## src/rtl/omb_cfg.svh

```systemverilog
// constants for the operating mode and boot control block
`ifndef OMB_CFG_SVH
`define OMB_CFG_SVH

`define OMB_CLK_HZ 100000000
`define OMB_CLK_MHZ 100
`define OMB_SETTLE_NS 160
`define OMB_SETTLE_CYC ((`OMB_SETTLE_NS * `OMB_CLK_MHZ + 999) / 1000)
`define OMB_ALERT_LEAD_NS 40
`define OMB_ALERT_LEAD_CYC ((`OMB_ALERT_LEAD_NS * `OMB_CLK_MHZ + 999) / 1000)
`define OMB_LS_CLK_HZ 32768
`define OMB_LS_TICK_CYC (`OMB_CLK_HZ / `OMB_LS_CLK_HZ)
`define OMB_MAX_BAUD 460000
`define OMB_MIN_BIT_CYC (`OMB_CLK_HZ / `OMB_MAX_BAUD)
`define OMB_SN_ADDR_LO 32'h100007F4
`define OMB_SN_ADDR_HI 32'h100007F8
`define OMB_SN_PAD 16'hAA55
`define OMB_WORD_ZERO 32'h00000000

`endif

```

## src/rtl/omb_pkg.sv

```systemverilog
// types shared by the operating mode and boot control block
package omb_pkg;
	typedef enum logic [2:0] {
		omb_st_reset = 3'h0,
		omb_st_wake = 3'h1,
		omb_st_active = 3'h3,
		omb_st_lead = 3'h2,
		omb_st_radio = 3'h6,
		omb_st_sleep = 3'h7
	} omb_state_type;

	typedef struct packed {
		logic reg_en;
		logic hs_osc_en;
		logic ls_osc_en;
		logic rf_if_en;
		logic core_run;
		logic ram_retain;
		logic debug_pwr;
		logic trx_en;
		logic trx_tx;
	} omb_power_type;

	typedef struct packed {
		logic tx;
		logic rx;
	} omb_radio_req_type;
endpackage : omb_pkg

```

## src/rtl/omb_top.sv

```systemverilog
// operating mode sequencer, boot selection, radio alert, serial number and baud detection
`timescale 1ns/1ps
`include "omb_cfg.svh"
module omb_top #(
	parameter logic [47:0] SERIAL_ID = 48'h0123456789AB // arbitrary value
) (
	input wire logic clk,
	input wire logic sys_rst,
	input wire logic external_reset_pin_n,
	input wire logic boot_strap_input,
	input wire logic sleep_req,
	input wire logic [15:0] wake_interval,
	input wire omb_pkg::omb_radio_req_type radio_req,
	input wire logic radio_done,
	input wire logic uart_rx_line,
	input wire logic sn_rd,
	input wire logic [31:0] sn_addr,
	output omb_pkg::omb_power_type power,
	output logic radio_activity_alert,
	output logic boot_from_rom,
	output logic boot_valid,
	output logic [31:0] sn_data,
	output logic [15:0] baud_div,
	output logic baud_locked
);
	omb_pkg::omb_state_type state;
	omb_pkg::omb_state_type next_state;
	logic [7:0] step_cnt;
	logic [11:0] ls_div;
	logic ls_tick;
	logic [15:0] wake_cnt;
	logic tx_mode;
	logic next_tx_mode;
	logic [15:0] low_cnt;

	function automatic omb_pkg::omb_power_type omb_power_of(input omb_pkg::omb_state_type st, input logic tx);
		omb_pkg::omb_power_type p;
		p = '0;
		unique case (st)
			omb_pkg::omb_st_reset: p = '0;
			omb_pkg::omb_st_sleep: begin
				// regulator stays up only to keep ram and state alive
				p.reg_en = 1'b1;
				p.ls_osc_en = 1'b1;
				p.ram_retain = 1'b1;
			end
			omb_pkg::omb_st_wake: begin
				p.reg_en = 1'b1;
				p.ls_osc_en = 1'b1;
				p.hs_osc_en = 1'b1;
				p.ram_retain = 1'b1;
			end
			default: begin
				p.reg_en = 1'b1;
				p.hs_osc_en = 1'b1;
				p.ls_osc_en = 1'b1;
				p.rf_if_en = 1'b1;
				p.core_run = 1'b1;
				p.ram_retain = 1'b1;
				p.debug_pwr = 1'b1;
				p.trx_en = (st == omb_pkg::omb_st_radio);
				p.trx_tx = (st == omb_pkg::omb_st_radio) && tx;
			end
		endcase
		return p;
	endfunction : omb_power_of

	// external reset outranks every mode, sampled as a synchronous level
	always_comb begin
		next_state = state;
		if (!external_reset_pin_n) begin
			next_state = omb_pkg::omb_st_reset;
		end else begin
			unique case (state)
				omb_pkg::omb_st_reset: next_state = omb_pkg::omb_st_wake;
				omb_pkg::omb_st_wake: begin
					if (step_cnt == 8'h00) begin
						next_state = omb_pkg::omb_st_active;
					end
				end
				omb_pkg::omb_st_active: begin
					// radio work wins over a sleep request
					if (radio_req.tx || radio_req.rx) begin
						next_state = omb_pkg::omb_st_lead;
					end else if (sleep_req) begin
						next_state = omb_pkg::omb_st_sleep;
					end
				end
				omb_pkg::omb_st_lead: begin
					if (step_cnt == 8'h00) begin
						next_state = omb_pkg::omb_st_radio;
					end
				end
				omb_pkg::omb_st_radio: begin
					if (radio_done) begin
						next_state = omb_pkg::omb_st_active;
					end
				end
				omb_pkg::omb_st_sleep: begin
					if (ls_tick && wake_cnt == 16'h0000) begin
						next_state = omb_pkg::omb_st_active;
					end
				end
				default: next_state = omb_pkg::omb_st_reset;
			endcase
		end
	end

	always_comb begin
		next_tx_mode = tx_mode;
		if (state == omb_pkg::omb_st_active) begin
			next_tx_mode = radio_req.tx; // transmit wins if both are asked
		end
	end

	always_ff @(posedge clk or posedge sys_rst) begin
		if (sys_rst) begin
			state <= omb_pkg::omb_st_reset;
			tx_mode <= 1'b0;
		end else begin
			state <= next_state;
			tx_mode <= next_tx_mode;
		end
	end

	// outputs follow the next state so they line up with the state register
	always_ff @(posedge clk or posedge sys_rst) begin
		if (sys_rst) begin
			power <= '0;
			radio_activity_alert <= 1'b0;
		end else begin
			power <= omb_power_of(next_state, next_tx_mode);
			radio_activity_alert <= (next_state == omb_pkg::omb_st_lead) ||
				(next_state == omb_pkg::omb_st_radio);
		end
	end

	// one counter times both the activation settle and the alert lead
	always_ff @(posedge clk or posedge sys_rst) begin
		if (sys_rst) begin
			step_cnt <= 8'h00;
		end else if (next_state == omb_pkg::omb_st_wake && state != omb_pkg::omb_st_wake) begin
			step_cnt <= 8'(`OMB_SETTLE_CYC - 1);
		end else if (next_state == omb_pkg::omb_st_lead && state != omb_pkg::omb_st_lead) begin
			step_cnt <= 8'(`OMB_ALERT_LEAD_CYC - 1);
		end else if (step_cnt != 8'h00) begin
			step_cnt <= step_cnt - 8'h01;
		end
	end

	// low-speed tick only runs in sleep, though the slow oscillator it stands for is enabled in every mode but reset
	assign ls_tick = (state == omb_pkg::omb_st_sleep) && (ls_div == 12'(`OMB_LS_TICK_CYC - 1));

	always_ff @(posedge clk or posedge sys_rst) begin
		if (sys_rst) begin
			ls_div <= 12'h000;
		end else if (state != omb_pkg::omb_st_sleep || ls_tick) begin
			ls_div <= 12'h000;
		end else begin
			ls_div <= ls_div + 12'h001;
		end
	end

	always_ff @(posedge clk or posedge sys_rst) begin
		if (sys_rst) begin
			wake_cnt <= 16'h0000;
		end else if (next_state == omb_pkg::omb_st_sleep && state != omb_pkg::omb_st_sleep) begin
			wake_cnt <= wake_interval;
		end else if (ls_tick && wake_cnt != 16'h0000) begin
			wake_cnt <= wake_cnt - 16'h0001;
		end
	end

	// strap is caught on the first clock after any reset, never by the async reset
	always_ff @(posedge clk or posedge sys_rst) begin
		if (sys_rst) begin
			boot_from_rom <= 1'b0;
			boot_valid <= 1'b0;
		end else if (!external_reset_pin_n) begin
			boot_valid <= 1'b0;
		end else if (state == omb_pkg::omb_st_reset) begin
			boot_from_rom <= boot_strap_input;
			boot_valid <= 1'b1;
		end
	end

	always_ff @(posedge clk or posedge sys_rst) begin
		if (sys_rst) begin
			sn_data <= `OMB_WORD_ZERO;
		end else if (sn_rd) begin
			if (sn_addr == `OMB_SN_ADDR_LO) begin
				sn_data <= SERIAL_ID[31:0];
			end else if (sn_addr == `OMB_SN_ADDR_HI) begin
				sn_data <= {`OMB_SN_PAD, SERIAL_ID[47:32]};
			end else begin
				sn_data <= `OMB_WORD_ZERO;
			end
		end
	end

	// start bit width gives the bit time; narrower than the fastest rate is a glitch
	always_ff @(posedge clk or posedge sys_rst) begin
		if (sys_rst) begin
			low_cnt <= 16'h0000;
			baud_div <= 16'h0000;
			baud_locked <= 1'b0;
		end else if (state == omb_pkg::omb_st_reset) begin
			low_cnt <= 16'h0000;
			baud_div <= 16'h0000;
			baud_locked <= 1'b0;
		end else if (boot_valid && boot_from_rom && !baud_locked) begin
			if (!uart_rx_line) begin
				if (low_cnt != 16'hFFFF) begin
					low_cnt <= low_cnt + 16'h0001;
				end
			end else begin
				if (low_cnt >= 16'(`OMB_MIN_BIT_CYC)) begin
					baud_div <= low_cnt;
					baud_locked <= 1'b1;
				end
				low_cnt <= 16'h0000;
			end
		end
	end

	localparam int wake_lim = `OMB_SETTLE_CYC + 1;
	localparam int lead_cyc = `OMB_ALERT_LEAD_CYC;
endmodule : omb_top

```

## config.mk

```make
export PLATFORM = sky130hd
export DESIGN_NAME = omb_top
export DESIGN_NICKNAME = d
export VERILOG_FILES = /design/src/rtl/omb_pkg.sv /design/src/rtl/omb_top.sv
export VERILOG_INCLUDE_DIRS = /design/src /design/src/rtl
export SDC_FILE = /design/constraint.sdc
export NUM_CORES = 1
export LEC_CHECK = 0
export ABC_CLOCK_PERIOD_IN_PS = 3450
export BUFFER_PORTS_ARGS = -buffer_cell sky130_fd_sc_hd__clkbuf_2
export CORE_ASPECT_RATIO = 1.5
export CORE_UTILIZATION = 50
export DETAILED_ROUTE_END_ITERATION = 8
export PLACE_DENSITY = 0.79
export SETUP_SLACK_MARGIN = 0.4
export SLEW_MARGIN = 20
export SYNTH_ARGS = -nofsm -noshare
export SYNTH_HDL_FRONTEND = slang
export SYNTH_SLANG_ARGS = --single-unit
```

## constraint.sdc

```tcl
create_clock -name clk -period 3.45 [get_ports clk]
set_input_delay 0.69 -clock clk [delete_from_list [all_inputs] [get_ports clk]]
set_output_delay 0.69 -clock clk [all_outputs]
set_load 0.02 [all_outputs]
```

==> flow_summary_export.csv <==
group,metric,value,unit
floorplan,start_util,0.514,
synthesis,synth_edf_count,0,
flow_run,cap_violations,0,
drt,dr.pass1.iters,4,
placement,gp_congestion,0.899,
synthesis,yosysWarningCount,0,
sta,rsz0062_at_grt,"no",
clocking,clock_sinks,84,
floorplan,fp.dieW,81.4,um
synthesis,yosysSeqAreaShare,0.444,
floorplan,core,9200,sq um
drt,post-route-drc-count,0,
clocking,clock_latency,340,ps
sta,min_period_over_period,0.753,
synthesis,ys_seq_elements,84,
cells_and_area,antenna_cells,0,
sta,min_period,2600,ps
sta,finalSetupViolCount,0,
worst_setup_path,path_class,"reg2reg",
worst_setup_path,r2r_cells,7,
drt,drt_iter0_drc,384,
synthesis,synthesis.area,4730,sq um
drt,wl_per_cell,15.1,um
cells_and_area,final_common_cell,"clkbuf_2",
global_route,grt_use_total,0.231,
drt,vias,4112,
sta,final_max_slew_viol_count,0,
sta,fin_skew,6.59,ps
power_and_ir_drop,p_per_area,415,nW/um^2
synthesis,synthCells,512,
clocking,cts_tree,"built",
worst_hold_path,hp-class,"in2async",
global_route,grt_pass1_vias,3859,
power_and_ir_drop,ir_drop,0.294,mV
synthesis,synthFlopType,"dfrtp_1",
worst_setup_path,start_kind,"flop",
clocking,path_clk_slew,60,ps
synthesis,async_reset_ff_frac,1.00,
power_and_ir_drop,leakage,0.00254,uW
worst_setup_path,worstSetupEndpointType,"flop",
sta,worst-slew-pin-transition,877,ps
cells_and_area,nets,659,
outcome,status,"complete, no violations",
floorplan,fp.dieArea,9870,sq um
worst_setup_path,cp.required,3640,ps
clocking,ctsResizeCount,0,
power_and_ir_drop,total_power,2270,uW
cells_and_area,drive_above_1_share,0.245,
worst_setup_path,crit_path_max_fanout,24,
floorplan,die_h,121,um
floorplan,ioPinCount,119,
global_route,grt_max_degree,37,
cells_and_area,syn2layout_area_growth,15.5,%
drt,via_per_inst,5.81,
clocking,cts_root_buf,"clkbuf_16",
global_route,overflow,0,
worst_setup_path,ff2ff_setup_slack,850,ps
global_route,antenna_found_initial,0,
clocking,clock_path_buffers,2,
synthesis,avgSynthCellArea,9.24,sq um
floorplan,rows,43,
cells_and_area,final_cell_mix,"107 x clkbuf_2, 84 x dfrtp_1, 49 x nor2_1",
drt,ant_nets,0,
clocking,cts_setup_buffers,0,
sta,timing.fmax,385,MHz
clocking,ctsHoldBuffers,0,
clocking,numCtsBuffers,9,
sta,hold_viol_final,0,
clocking,htreeDepth,3,
worst_setup_path,critPathArrivalTime,2790,ps
global_route,grt_pass1_wl,17.3,mm
placement,dp_hpwl,7.88,mm
synthesis,ys_types,61,
sta,max-slew-margin-rel,0.415,
drt,wirelength,10.7,mm
sta,fin_tns_setup,0,ps
placement,port_buffers,107,
-- cell families (layout without fill, tap and decap cells) --
family | after synthesis | in the layout | share of synthesized area
muxes | 19 | 19 | 0.0420
and+or+nand+nor | 196 | 196 | 0.220
adders and majority gates | 8 | 8 | 0.0211
xor gates and xnor gates | 22 | 22 | 0.0407
DFF | 84 | 84 | 0.444
buffers and inverters | 92 | 166 | 0.0999
AOI/OAI and AO/OA | 90 | 90 | 0.131
other | 1 | 11 | 0.000792
-- sequential cells by signal, indices dropped and copies added, names as in the netlist --
register              count
state                     3
wake_cnt                 16
low_cnt                  16
ls_div                   12
baud_div                 16
power                     5
baud_locked               1
step_cnt                  8
tx_mode                   1
boot_from_rom             1
boot_valid                1
radio_activity_alert      1
sn_data                   3
-- Yosys cell counts, drive strengths merged (3+ instances only) --
library cell	number	area, sq um
a21o	3	22.5
a21oi	22	110
a311oi	3	26.3
a31oi	6	37.5
and2	5	31.3
and3	7	43.8
and4	5	43.8
buf	35	258
clkbuf	19	72.6
dfrtp	84	2100
ha	8	100
inv	38	143
mux2	7	78.8
mux2i	12	120
nand2	45	169
nand2b	4	25.0
nand3	11	55.1
nand3b	3	22.5
nand4	9	56.3
nor2	49	184
nor2b	3	18.8
nor3	10	50.1
nor3b	3	22.5
nor4	11	68.8
nor4b	4	35.0
o2111ai	3	26.3
o211ai	5	37.5
o21ai	13	65.1
o311ai	3	26.3
o31a	4	38.8
o31ai	11	82.6
or3	14	100
or4	6	46.3
xnor2	13	114
xor2	9	78.8
-- final cells by class --
type	count	area, sq um
Tap cell	112	140
Timing Repair Buffer	114	588
Clock inverter	2	35.0
Sequential cell	84	2100
Clock buffer	12	256
Fill cell	806	3730
Inverter	38	144
Multi-Input combinational cell	346	2200
-- worst max-delay path, cell delays in order (launching register included) --
cell and delay [ps]:
dfrtp_1 400, inv_1 100, ha_1 220, nor3b_1 450, nand4b_1 220, a221o_1 680, o41ai_1 180, o221ai_1 200
-- layer usage --
| metal | wire length [um] | track usage | vias up |
|---|---|---|---|
| met1 | 4040 | 0.245 | 1980 |
| met4 | 342 | 0.122 | 0 |
| met3 | 628 | 0.0406 | 30 |
| met2 | 5670 | 0.418 | 167 |
| met5 | 0 | 0 | - |
| li1 | - | - | 1935 |
-- final timing paths --
| path | start | endpoint |
|---|---|---|
| max reg2reg | step_cnt[0] | wake_cnt[13] |
| min | sys_rst | ls_div[9] |
| max in group asynchronous | sys_rst | baud_div[1] |
| min in group clk | tx_mode | tx_mode |
| min reg2reg | tx_mode | tx_mode |
| max | step_cnt[0] | wake_cnt[13] |
-- power by group --
part	switching [uW]	internal, uW	total (uW)	leakage (uW)
Sequential	41.8	1030	1070	0.00108
Clock	370	591	960	0.000145
Combinational	141	101	243	0.00132
Total	553	1720	2270	0.00254
-- through the flow --
| stage | area, sq um | hold WS [ps] | util | setup WS [ps] | instances |
|---|---|---|---|---|---|
| after floorplan | 4770 | 465 | - | 595 | 522 |
| after global placement | 5170 | 477 | 0.562 | 998 | 694 |
| after detailed placement | 5170 | 485 | 0.562 | 875 | 694 |
| after CTS | 5470 | 413 | 0.594 | 866 | 708 |
| after global routing | 5470 | 446 | 0.594 | 576 | 708 |
| final | 5470 | 389 | 0.594 | 854 | 708 |
Note: power is estimated with default switching activity, not from simulation.
